## src/hw/ofs_pkg.sv

```systemverilog
// package: codes, register map and carrier types of the output function selector
package ofs_pkg;

    localparam int OFS_TERMINALS = 8;
    localparam int OFS_INPUTS = 128;

    // ***************************************
    // assignment codes
    // ***************************************
    localparam logic [7:0] CODE_UNUSED = 8'h00;
    localparam logic [7:0] CODE_ECHO_LAST = 8'h7F;
    localparam logic [7:0] CODE_CONST_OFF = 8'h80;
    localparam logic [7:0] CODE_ALARM_HIGH = 8'h81;
    localparam logic [7:0] CODE_ALARM_LOW = 8'h82;
    localparam logic [7:0] CODE_SYS_PREPARED = 8'h83;
    localparam logic [7:0] CODE_READY = 8'h84;
    localparam logic [7:0] CODE_MOVING = 8'h86;
    localparam logic [7:0] CODE_INFO = 8'h87;
    localparam logic [7:0] CODE_PROCESSING = 8'h88;
    localparam logic [7:0] CODE_IN_POSITION = 8'h8A;
    localparam logic [7:0] CODE_TORQUE_LIMIT = 8'h8C;
    localparam logic [7:0] CODE_SPEED_REACHED = 8'h8D;
    localparam logic [7:0] CODE_EXCITED = 8'h8E;
    localparam logic [7:0] CODE_CUTBACK = 8'h8F;
    localparam logic [7:0] CODE_HOME_DONE = 8'h90;
    localparam logic [7:0] CODE_COORD_SET = 8'h91;
    localparam logic [7:0] CODE_PRESET_AGAIN = 8'h95;
    localparam logic [7:0] CODE_MECH_ORIGIN = 8'h96;
    localparam logic [7:0] CODE_FACTORY_ORIGIN = 8'h97;
    localparam logic [7:0] CODE_WRAP_TOGGLE = 8'h98;
    localparam logic [7:0] CODE_FWD_LIMIT = 8'h99;
    localparam logic [7:0] CODE_REV_LIMIT = 8'h9A;
    localparam logic [7:0] CODE_REV_PULSE = 8'h9B;
    localparam logic [7:0] CODE_WRAP_ORIGIN = 8'h9C;
    localparam logic [7:0] CODE_STEP_PULSE = 8'h9D;
    localparam logic [7:0] CODE_ZONE0 = 8'hA0;
    localparam logic [7:0] CODE_ZONE1 = 8'hA1;
    localparam logic [7:0] CODE_ZONE2 = 8'hA2;

    // ***************************************
    // register map (byte addresses)
    // ***************************************
    localparam int OFS_ADDR_W = 6;
    localparam logic [5:0] REG_CODE_BASE = 6'h00;
    localparam logic [5:0] REG_LEVELS = 6'h20;
    localparam logic [5:0] REG_USED = 6'h24;
    localparam logic [7:0] CODE_RESET = 8'h00;

    // ***************************************
    // carrier types
    // ***************************************
    typedef struct packed {
        logic alarm;
        logic system_prepared;
        logic ready;
        logic moving;
        logic info_present;
        logic internal_processing;
        logic in_position;
        logic torque_at_limit;
        logic target_speed_reached;
        logic windings_excited;
        logic current_cutback_active;
        logic home_done;
        logic coordinate_established;
        logic preset_needed_again;
        logic mech_origin_set;
        logic factory_origin_set;
        logic wrap_exceeded;
        logic wrap_enabled;
        logic at_wrap_origin;
        logic fwd_soft_limit_hit;
        logic rev_soft_limit_hit;
        logic revolution_done;
        logic step_angle_done;
        logic [2:0] zone_inside;
        logic cyclic_sync_position_mode;
    } ofs_status_type;

    typedef struct packed {
        logic [OFS_ADDR_W-1:0] address;
        logic read;
        logic write;
        logic [3:0] byteenable;
        logic [31:0] writedata;
    } ofs_bus_req_type;

    typedef struct packed {
        logic [31:0] readdata;
        logic waitrequest;
    } ofs_bus_rsp_type;

endpackage

```

## src/hw/ofs_selector.sv

```systemverilog
// module: output function selector with avalon-mm code registers
//
// The Avalon-MM interface to the registers and the register offsets were decided locally.
`timescale 1ns/1ps

// What this block does
// - code zero marks the terminal unused and drives no function onto it
// - codes 1 to 127 echo the input signal of the same number
// - code 128 holds the terminal off at all times
// - code 129 drives high while an alarm is present
// - code 130 drives low while an alarm is present, high otherwise
// - code 131 drives high once system preparation completes after power up
// - code 132 drives high while the driver is ready to operate
// - code 134 drives high while the motor is moving
// - code 135 drives high while any information condition is present
// - code 136 drives high during internal processing
// - code 138 drives high when positioning is complete, never in cyclic sync mode
// - code 140 drives high while torque sits at its upper limit
// - code 141 drives high at target speed, never in cyclic sync mode
// - codes 142 and 143 show winding excitation and automatic current cutback
// - codes 144 and 145 show homing done and coordinate established
// - codes 160 to 162 drive high while inside the matching zone
// - code 149 drives high when another position preset is needed
// - codes 150 and 151 show mechanical and factory origin set
// - code 152 toggles per wrap overflow; 156 shows wrap origin when wrapping enabled
// - codes 153 and 154 show forward and reverse software limit reached
// - code 155 pulses at each full revolution from the preset position
// - code 157 pulses at each fixed step angle of the command position
module ofs_selector (
    input wire logic clock,
    input wire logic arst_n,
    input wire ofs_pkg::ofs_bus_req_type bus_req,
    output ofs_pkg::ofs_bus_rsp_type bus_rsp,
    input wire logic [ofs_pkg::OFS_INPUTS-1:0] input_levels,
    input wire ofs_pkg::ofs_status_type status,
    output logic [ofs_pkg::OFS_TERMINALS-1:0] terminal_level,
    output logic [ofs_pkg::OFS_TERMINALS-1:0] terminal_used
);
    import ofs_pkg::*;

    // ***************************************
    // state
    // ***************************************
    typedef struct packed {
        logic [OFS_TERMINALS-1:0][7:0] code;
        logic [OFS_TERMINALS-1:0] level;
        logic [OFS_TERMINALS-1:0] used;
        logic wrap_toggle;
        logic ack;
        logic [31:0] readdata;
    } ofs_state_type;

    ofs_state_type state;
    ofs_state_type next_state;
    logic [1:0] rst_sync;
    logic rst_n;
    logic request;

    // ***************************************
    // reset release
    // ***************************************
    always_ff @(posedge clock or negedge arst_n) begin
        if (!arst_n) begin
            rst_sync <= 2'h0;
        end else begin
            rst_sync <= {rst_sync[0], 1'b1};
        end
    end

    assign rst_n = rst_sync[1];
    assign request = bus_req.read | bus_req.write;

    // ***************************************
    // bus answer
    // ***************************************
    assign bus_rsp.waitrequest = request & ~state.ack;
    assign bus_rsp.readdata = state.readdata;
    assign terminal_level = state.level;
    assign terminal_used = state.used;

    // ***************************************
    // next state
    // ***************************************
    always_comb begin
        logic [7:0] c;
        logic lvl;
        logic [5:0] slot_addr;
        c = 8'h00;
        lvl = 1'b0;
        slot_addr = 6'h00;
        next_state = state;

        // one wait state, then the answer
        next_state.ack = request & ~state.ack;
        if (request && !state.ack) begin
            next_state.readdata = 32'h0000_0000;
            if (bus_req.read) begin
                for (int i = 0; i < OFS_TERMINALS; i++) begin
                    slot_addr = REG_CODE_BASE + 6'(i * 4);
                    if (bus_req.address == slot_addr) begin
                        next_state.readdata = {24'h00_0000, state.code[i]};
                    end
                end
                if (bus_req.address == REG_LEVELS) begin
                    next_state.readdata = {24'h00_0000, state.level};
                end
                if (bus_req.address == REG_USED) begin
                    next_state.readdata = {24'h00_0000, state.used};
                end
            end
        end
        if (bus_req.write && state.ack && bus_req.byteenable[0]) begin
            for (int i = 0; i < OFS_TERMINALS; i++) begin
                slot_addr = REG_CODE_BASE + 6'(i * 4);
                if (bus_req.address == slot_addr) begin
                    next_state.code[i] = bus_req.writedata[7:0];
                end
            end
        end

        if (status.wrap_exceeded) begin
            next_state.wrap_toggle = ~state.wrap_toggle;
        end

        for (int i = 0; i < OFS_TERMINALS; i++) begin
            c = state.code[i];
            lvl = 1'b0;
            if (c != CODE_UNUSED && c <= CODE_ECHO_LAST) begin
                lvl = input_levels[c[6:0]];
            end else begin
                case (c)
                    CODE_UNUSED: lvl = 1'b0;
                    CODE_CONST_OFF: lvl = 1'b0;
                    CODE_ALARM_HIGH: lvl = status.alarm;
                    CODE_ALARM_LOW: lvl = ~status.alarm;
                    CODE_SYS_PREPARED: lvl = status.system_prepared;
                    CODE_READY: lvl = status.ready;
                    CODE_MOVING: lvl = status.moving;
                    CODE_INFO: lvl = status.info_present;
                    CODE_PROCESSING: lvl = status.internal_processing;
                    CODE_IN_POSITION: begin
                        lvl = status.in_position & ~status.cyclic_sync_position_mode;
                    end
                    CODE_TORQUE_LIMIT: lvl = status.torque_at_limit;
                    CODE_SPEED_REACHED: begin
                        lvl = status.target_speed_reached
                            & ~status.cyclic_sync_position_mode;
                    end
                    CODE_EXCITED: lvl = status.windings_excited;
                    CODE_CUTBACK: lvl = status.current_cutback_active;
                    CODE_HOME_DONE: lvl = status.home_done;
                    CODE_COORD_SET: lvl = status.coordinate_established;
                    CODE_PRESET_AGAIN: lvl = status.preset_needed_again;
                    CODE_MECH_ORIGIN: lvl = status.mech_origin_set;
                    CODE_FACTORY_ORIGIN: lvl = status.factory_origin_set;
                    CODE_WRAP_TOGGLE: lvl = next_state.wrap_toggle;
                    CODE_FWD_LIMIT: lvl = status.fwd_soft_limit_hit;
                    CODE_REV_LIMIT: lvl = status.rev_soft_limit_hit;
                    CODE_REV_PULSE: lvl = status.revolution_done;
                    CODE_WRAP_ORIGIN: begin
                        lvl = status.at_wrap_origin & status.wrap_enabled;
                    end
                    CODE_STEP_PULSE: lvl = status.step_angle_done;
                    CODE_ZONE0: lvl = status.zone_inside[0];
                    CODE_ZONE1: lvl = status.zone_inside[1];
                    CODE_ZONE2: lvl = status.zone_inside[2];
                    default: lvl = 1'b0;
                endcase
            end
            next_state.level[i] = lvl;
            next_state.used[i] = (c != CODE_UNUSED);
        end
    end

    // ***************************************
    // registers
    // ***************************************
    always_ff @(posedge clock or negedge arst_n) begin
        if (!arst_n) begin
            state <= '0;
        end else if (!rst_n) begin
            state <= '0;
        end else begin
            state <= next_state;
        end
    end

endmodule

```

## config.mk

```make
export PLATFORM = sky130hd
export DESIGN_NAME = ofs_selector
export DESIGN_NICKNAME = d
export VERILOG_FILES = /design/src/hw/ofs_pkg.sv /design/src/hw/ofs_selector.sv
export SDC_FILE = /design/constraint.sdc
export NUM_CORES = 1
export LEC_CHECK = 0
export BUFFER_PORTS_ARGS = -buffer_cell sky130_fd_sc_hd__buf_2
export CAP_MARGIN = 20
export CELL_PAD_IN_SITES_DETAIL_PLACEMENT = 1
export CELL_PAD_IN_SITES_GLOBAL_PLACEMENT = 2
export CORE_MARGIN = 10
export CORE_UTILIZATION = 41
export CTS_CLUSTER_SIZE = 25
export DETAILED_ROUTE_END_ITERATION = 8
export PLACE_DENSITY_LB_ADDON = 0.3
export SETUP_SLACK_MARGIN = 0.2
export SLEW_MARGIN = 10
export SYNTH_ARGS = -nofsm -noshare
export SYNTH_HDL_FRONTEND = slang
export SYNTH_SLANG_ARGS = --single-unit
export TNS_END_PERCENT = 1
```

## constraint.sdc

```tcl
create_clock -name clock -period 4.4 [get_ports clock]
set_clock_uncertainty 0.05 [all_clocks]
set_input_delay 0.66 -clock clock [delete_from_list [all_inputs] [get_ports clock]]
set_output_delay 0.66 -clock clock [all_outputs]
set_load 0.01 [all_outputs]
```

==> results of run 1 <==
cell usage in the layout, fill, tap and decap left out, types with 7 or more instances in the layout:
master,instances
dfrtp_1,75
nor2_1,69
a21oi_1,35
o21ai_0,47
nand2_1,79
o22ai_1,15
a221oi_1,15
and2_1,13
inv_1,20
mux4_2,276
mux2i_1,122
o211ai_1,15
nor3b_1,10
buf_4,53
a211oi_1,10
dfrtp_2,17
clkbuf_16,10
nor2b_1,101
a22oi_1,49
and3_1,10
nand3b_1,18
nand2b_1,25
nand4b_1,10
a21o_1,9
a32oi_1,8
nor3_1,26
buf_2,197
mux2_2,11
nand4_1,13
conb_1,25
and4b_1,7
a31oi_1,18
nand3_1,40
a22o_1,9
o21a_1,7
kinds of logic (layout without fill, tap and decap cells):
logic type / after synthesis / in the layout / synth area share [%]
compound gates: 308 / 308 / 13.7
xor+xnor: 2 / 2 / 0.108
flops: 92 / 92 / 14.2
buf+inv: 243 / 290 / 7.77
other cells: 2 / 27 / 0.0464
mux: 414 / 414 / 47.6
simple gates: 467 / 467 / 16.6
how the worst max path moves through the flow:
stage / start / to / slack [ns]
detailed placement: state[82] / terminal_level[4] / 1.20
global placement: state[82] / terminal_level[4] / 1.25
global route: state[82] / terminal_level[4] / 0.99
finish: state[84] / terminal_level[4] / 0.95
CTS: state[82] / terminal_level[4] / 1.18
floorplan: bus_req[41] / bus_rsp[1] / 1.96
metrics by stage:
step / power [W] / instance area [um2]
after detailed placement: 0.00158 / 17200
after global routing: 0.00247 / 17500
after CTS: 0.00239 / 17500
final: 0.00242 / 17500
after floorplan: 0.00121 / 16300
after global placement: 0.00156 / 17200
state kept, by name, indices dropped and copies added, names as in the netlist:
signal and count:
bus_rsp 8, rst_sync 2, state 66, terminal_level 8
terminal_used 8
power by group through the flow:
| stage | Sequential [W] | Clock [W] | Combinational [W] |
|---|---|---|---|
| finish | 0.000859 | 0.000820 | 0.000737 |
| global placement | 0.000875 | 0 | 0.000689 |
| global route | 0.000860 | 0.000861 | 0.000754 |
| detailed placement | 0.000875 | 0 | 0.000706 |
| floorplan | 0.000868 | 0 | 0.000347 |
| CTS | 0.000859 | 0.000827 | 0.000707 |
metal layers:
metal	vias up	share of wire [%]	routed length, um	GRT usage (%)
met2	1319	45	38800	54.6
met3	303	12	9980	8.09
met5	-	0.011	9	0
met4	2	7.5	6430	21.4
met1	8349	36	30500	43.7
li1	6292	-	-	-
area by class of cell:
type	count	area (um2)	share of cell area, %
Multi-Input combinational cell	1216	12700	72.5
Sequential cell	92	2320	13.3
Timing Repair Buffer	253	1450	8.27
Tap cell	518	648	3.70
Clock buffer	11	243	1.39
Inverter	21	78.8	0.450
Clock inverter	5	61.3	0.350
Antenna cell	2	5.00	0.0286
==> out/metrics.csv, run 1 <==
stage;metric;value;unit
drt;via count;16300;
timing;Fin. Hold Viols;0;
drt;drt pass-1 iters;6;
yosys;Synth top area share;38.4;%
critical_path;Top delay family on crit path;compound AO/OA/AOI/OAI gates;
clock_network;H-Tree Depth;3;
yosys;register bit total from synthesis;92;
clock_network;Clock transition at path regs;0.07;ns
clock_network;worst-skew pair later-pin latency;0.36;ns
clock_network;post_cts resized;0;
place;dpl cells;2098;
critical_path;cell breakdown of the critical path;and2_1 -> a22oi_1 -> a21oi_1 -> a211oi_1 -> o311ai_0 -> o311a_1;
die;die area;47800;um2
cells_and_area;Post-Route Utilization;45.1;%
place;Routability Congestion;1.04;
yosys;Mapped Cells;1528;
yosys;YS warnings;0;
clock_network;number of buffers inserted by post-CTS setup repair;0;
power;pwr/cell area;138;nW/um2
yosys;Async S/R FF share, synth;100;%
power;clock power share;33.9;%
cells_and_area;area delta synth->final;8.29;%
hold_path;hold_sp;rst_sync[0];
global_routing;number of global-route vias before repair;16300;
drt;WL per Instance;40.5;um
place;DP Worst Slack;1.20;ns
power;LEAKAGE;5.82;nW
timing;fin. max-slew vios;0;
timing;setup TNS;0;ns
critical_path;worst r2r dst;terminal_level[4];
critical_path;Critical Path Fanout Max;14;
critical_path;internal reg-to-reg setup slack;0.95;ns
critical_path;Worst EP required;4.64;ns
hold_path;WHS Path Cells;0;
global_routing;GRT Total Usage;35.1;%
die;core area;38800;um2
drt;wirelength, routed;85700;um
place;PortBufs;198;
timing;Slew @ Worst Pin;1.10;ns
clock_network;TritonCTS Sinks;92;
global_routing;wire length of the first global-routing pass;122000;um
drt;antenna-violating nets left;0;
power;Gate power share;30.5;%
yosys;cell area after synthesis;16200;um2
timing;Max Fclk;290;MHz
hold_path;worst min-delay path category;register to register;
timing;RSZ-0062 raised after global routing;no;
yosys;syn avg cell area;10.6;um2
cells_and_area;Cell Count, Final, Fillers Out;2118;
critical_path;startpoint class of the critical path;register;
yosys;Seq/Total Area, Yosys;14.2;%
drt;DRC viols;0;
yosys;biggest area consumer among synthesized cells;mux4_2;
clock_network;CTS tree;built;
timing;Final setup viols;0;
die;# rows;72;
cells_and_area;# fillers;4275;
yosys;ranking of synthesized cells by area;mux4_2 (38%), dfrtp_1 (14%), mux2i_1 (7.5%), nor2b_1 (3.9%), buf_4 (2.7%);
critical_path;Crit Path Class;register to register;
timing;Rel. slew slack;26.7;%
hold_path;Hold Path Sink;rst_sync[1];
clock_network;Max clock buf depth;2;
drt;Vias/cell;7.68;
critical_path;nature of the critical path endpoint;register;
timing;Final Worst Setup Slack;0.949;ns
power;sw power;0.000817;W
clock_network;# hold bufs at CTS;0;
critical_path;CP arrival;3.69;ns
place;Final HPWL DP;63600;um
yosys;most common flop cell mapped by yosys;dfrtp_1;
timing;final hold slack;0.301;ns
die;die width;219;um
yosys;cell with the most instances after synthesis;mux4_2;
global_routing;global route overflow;0;
yosys;Post-synth top cells;mux4_2 (276), mux2i_1 (122), nor2b_1 (101), dfrtp_1 (92), clkbuf_1 (83);
critical_path;critical path depth in cells;6;
yosys;EDFF count, synth;0;
timing;minimum clock period;3.45;ns
power;worst vdd ir;0.147;mV
global_routing;largest net degree at the start of global routing;62;
power;Reg power frac;35.6;%
power;internal power consumption;0.00160;W
clock_network;Clock Root Buffer;clkbuf_16;
critical_path;RR Startpoint;state[84];
run_status;status;complete, no violations;
cells_and_area;fraction of layout cells with a size suffix above 1;37.2;%
clock_network;CTS Buf Count;9;
power;switching portion of total power;33.8;%
job;max_cap viols;0;
critical_path;max incr delay on CP;0.79;ns
die;I/O Pins;250;
drt;initial drt markers;2316;
critical_path;Crit-path slowest cell;dfrtp_1;
critical_path;worst reg-to-reg path cell count;6;
die;Die H;219;um
yosys;Yosys cell types;83;
critical_path;CP bufs+invs;0;
cells_and_area;nets@finish;1794;
global_routing;initial antenna violation count;2;
die;Initial Util;41.7;%
timing;fin crit share;78.4;%
Note: power is estimated with default switching activity, not from simulation.
==> run 2, diff against run 1 <==
- ABC_AREA: not set -> 1
- CORE_UTILIZATION: 41 -> 28
- clock period: 4.4 -> 3.2 ns (I/O delays scaled with it)
==> out/metrics.csv, run 2 <==
stage;metric;value;unit;change
place;PortBufs;198;;unchanged
clock_network;Clock transition at path regs;0.07;ns;about the same
yosys;cell area after synthesis;16800;um2;was 16200 um2
timing;fin crit share;91.6;%;was 78.4%
clock_network;CTS tree;built;;unchanged
power;Reg power frac;22.4;%;was 35.6%
power;switching portion of total power;55.1;%;was 33.8%
cells_and_area;most common cell after layout, fill and taps aside;nand2_1;;was mux4_2
critical_path;cell breakdown of the critical path;buf_4 -> nand2_2 -> buf_4 -> nor2_1 -> nor2_1 -> nand2_1 -> nand2_1 -> nand2_1 -> nor2_1 -> buf_4 -> nor2_1 -> nor2_1 -> nand3_1 -> nand3_1 -> nand2_1 -> nor2_1;;was and2_1 -> a22oi_1 -> a21oi_1 -> a211oi_1 -> o311ai_0 -> o311a_1
global_routing;number of global-route vias before repair;24800;;was 16300
place;Final HPWL DP;99700;um;was 63600 um
global_routing;largest net degree at the start of global routing;66;;was 62
critical_path;nature of the critical path endpoint;register;;unchanged
yosys;Mapped Cells;3469;;was 1528
yosys;YS warnings;0;;unchanged
critical_path;Worst path most repeated cell;nor2_1;;
global_routing;wire length of the first global-routing pass;183000;um;was 122000 um
yosys;biggest area consumer among synthesized cells;nand2_1;;was mux4_2
drt;wirelength, routed;132000;um;was 85700 um
yosys;EDFF count, synth;0;;unchanged
yosys;Post-synth top cells;nand2_1 (1238), nor2_1 (775), inv_1 (266), o21ai_0 (223), a21oi_1 (164);;was mux4_2 (276), mux2i_1 (122), nor2b_1 (101), dfrtp_1 (92), clkbuf_1 (83)
cells_and_area;nets@finish;3829;;was 1794
clock_network;CTS Buf Count;9;;unchanged
cells_and_area;Largest register FFs;66;;unchanged
die;# rows;89;;was 72
clock_network;Clock Root Buffer;clkbuf_16;;unchanged
yosys;syn avg cell area;4.85;um2;was 10.6 um2
clock_network;TritonCTS Sinks;92;;unchanged
hold_path;worst min-delay path category;input port to async pin;;was register to register
yosys;ranking of synthesized cells by area;nand2_1 (28%), nor2_1 (17%), dfrtp_1 (14%), o21ai_0 (6.6%), inv_1 (5.9%);;was mux4_2 (38%), dfrtp_1 (14%), mux2i_1 (7.5%), nor2b_1 (3.9%), buf_4 (2.7%)
critical_path;CP arrival;3.13;ns;was 3.69 ns
critical_path;startpoint class of the critical path;register;;unchanged
critical_path;RR Startpoint;state[106];;was state[84]
critical_path;CP bufs+invs;3;;was 0
job;max_cap viols;0;;unchanged
die;core area;59200;um2;was 38800 um2
timing;Slew @ Worst Pin;1.09;ns;was 1.10 ns
place;Routability Congestion;1.04;;about the same
global_routing;initial antenna violation count;12;;was 2
critical_path;Crit-path slowest cell;dfrtp_2;;was dfrtp_1
die;Initial Util;28.4;%;was 41.7%
drt;drt pass-1 iters;5;;was 6
global_routing;global route overflow;0;;unchanged
power;PnR Total Power;0.00636;W;was 0.00242 W
drt;via count;25900;;was 16300
drt;Vias/cell;5.87;;was 7.68
power;internal power consumption;0.00286;W;was 0.00160 W
cells_and_area;Top reg by flops;state;;unchanged
power;worst vdd ir;0.293;mV;was 0.147 mV
timing;setup TNS;0;ns;unchanged
power;LEAKAGE;10.5;nW;was 5.82 nW
clock_network;H-Tree Depth;3;;unchanged
drt;antenna-violating nets left;0;;unchanged
timing;RSZ-0062 raised after global routing;no;;unchanged
timing;minimum clock period;2.93;ns;was 3.45 ns
yosys;Yosys cell types;35;;was 83
die;die width;265;um;was 219 um
critical_path;Top delay family on crit path;simple AND/OR/NAND/NOR gates;;was compound AO/OA/AOI/OAI gates
drt;WL per Instance;29.9;um;was 40.5 um
run_status;status;complete, no violations;;unchanged
global_routing;GRT Total Usage;36.1;%;was 35.1%
yosys;Async S/R FF share, synth;100;%;unchanged
cells_and_area;area delta synth->final;14.4;%;was 8.29%
clock_network;# hold bufs at CTS;0;;unchanged
timing;Rel. slew slack;27.6;%;was 26.7%
critical_path;max incr delay on CP;0.48;ns;was 0.79 ns
critical_path;worst reg-to-reg path cell count;16;;was 6
yosys;cell with the most instances after synthesis;nand2_1;;was mux4_2
critical_path;Critical Path Fanout Max;14;;unchanged
power;pwr/cell area;331;nW/um2;was 138 nW/um2
timing;Fin. Hold Viols;0;;unchanged
critical_path;internal reg-to-reg setup slack;0.27;ns;was 0.95 ns
clock_network;number of buffers inserted by post-CTS setup repair;0;;unchanged
yosys;Synth top area share;27.6;%;was 38.4%
yosys;Seq/Total Area, Yosys;13.7;%;was 14.2%
cells_and_area;fraction of layout cells with a size suffix above 1;11.5;%;was 37.2%
die;Die H;265;um;was 219 um
power;sw power;0.00350;W;was 0.000817 W
critical_path;worst r2r dst;terminal_level[7];;was terminal_level[4]
yosys;most common flop cell mapped by yosys;dfrtp_1;;unchanged
timing;fin. max-slew vios;0;;unchanged
die;I/O Pins;250;;unchanged
timing;Final setup viols;0;;unchanged
power;Gate power share;60.0;%;was 30.5%
clock_network;post_cts resized;0;;unchanged
critical_path;Crit Path Class;register to register;;unchanged
drt;DRC viols;0;;unchanged
power;clock power share;17.6;%;was 33.9%
critical_path;Worst EP required;3.40;ns;was 4.64 ns
drt;initial drt markers;3376;;was 2316
cells_and_area;commonest non-fill, non-tap cells in the layout;nand2_1 (1237), nor2_1 (775), inv_1 (266), o21ai_0 (223), buf_2 (197);;was mux4_2 (276), buf_2 (197), mux2i_1 (122), nor2b_1 (101), nand2_1 (79)
clock_network;worst-skew pair later-pin latency;0.36;ns;about the same
yosys;register bit total from synthesis;92;;unchanged
die;die area;70200;um2;was 47800 um2
timing;Max Fclk;341;MHz;was 290 MHz
clock_network;Max clock buf depth;2;;unchanged
==> run 2: cell types whose count changed after synthesis, moves of 104 or more <==
| cell | before | now |
|---|---|---|
| nand3_1 | 40 | 144 |
| mux4_2 | 276 | 0 |
| mux2i_1 | 122 | 0 |
| o21ai_0 | 47 | 223 |
| nor2_1 | 69 | 775 |
| inv_1 | 20 | 266 |
| a21oi_1 | 35 | 164 |
| nand2_1 | 79 | 1238 |
| nand4_1 | 13 | 127 |
==> run 2: through the flow <==
step / util, % / hold WS [ns] / cell area, um2 / setup slack (ns) / cells
after floorplan: - / 0.134 / 16900 / 1.37 / 3492
after global placement: 31.9 / 0.284 / 18900 / 0.374 / 4388
after detailed placement: 31.9 / 0.296 / 18900 / 0.360 / 4388
after CTS: 32.4 / 0.196 / 19200 / 0.334 / 4404
after global routing: 32.4 / 0.231 / 19200 / 0.259 / 4407
final: 32.5 / 0.163 / 19200 / 0.267 / 4413
==> run 2: layout make-up <==
type                    count  area (um2)
flip-flops and latches     92        2310
repair buffers            357        2270
clock buffers              12         256
well taps                 773         967
clock inverters             4        48.8
inverters                 288        1080
multi-input cells        2880       12300
diodes                      7        17.5
fillers                  8530       40000
==> run 2: worst max path at each step <==
stage,start,endpoint,slack (ns),cells past startpoint
after floorplan,bus_req[39],bus_rsp[2],1.37,9
after global placement,state[106],terminal_level[7],0.37,16
after detailed placement,state[106],terminal_level[7],0.36,16
after CTS,state[106],terminal_level[7],0.33,16
after global routing,state[74],terminal_level[3],0.26,15
final,state[106],terminal_level[7],0.27,16
==> run 2: kinds of logic after synthesis <==
kind of cell / synth area share (%)
compound gates: 16.7
xor+xnor: 0.0521
flops: 13.7
other cells: 0.0447
simple gates: 55.8
buf+inv: 13.8
==> run 2: power by group through the flow <==
stage | logic [W] | registers (W) | clock network, W
2_1_floorplan | 0.00185 | 0.00135 | 0
3_5_place_dp | 0.00360 | 0.00144 | 0
4_1_cts | 0.00362 | 0.00142 | 0.00113
6_report | 0.00381 | 0.00143 | 0.00112
5_1_grt | 0.00396 | 0.00143 | 0.00119
3_3_place_gp | 0.00359 | 0.00144 | 0
==> run 2: worst reg2reg max path: cells and delay by family, from the launching register on <==
kind / cells / cell delay (ns)
buffers and inverters: 3 / 0.66
DFF: 1 / 0.48
and+or+nand+nor: 13 / 1.62
==> run 2: layer usage <==
metal | wire (um) | part of all wire (%) | global-route usage, % | up-vias
li1 | - | - | - | 11300
met1 | 52500 | 40 | 45.2 | 12400
met2 | 53100 | 40 | 52.2 | 1681
met3 | 15900 | 12 | 11.6 | 467
met4 | 10400 | 7.9 | 23.4 | 8
met5 | 46 | 0.035 | 0.831 | -
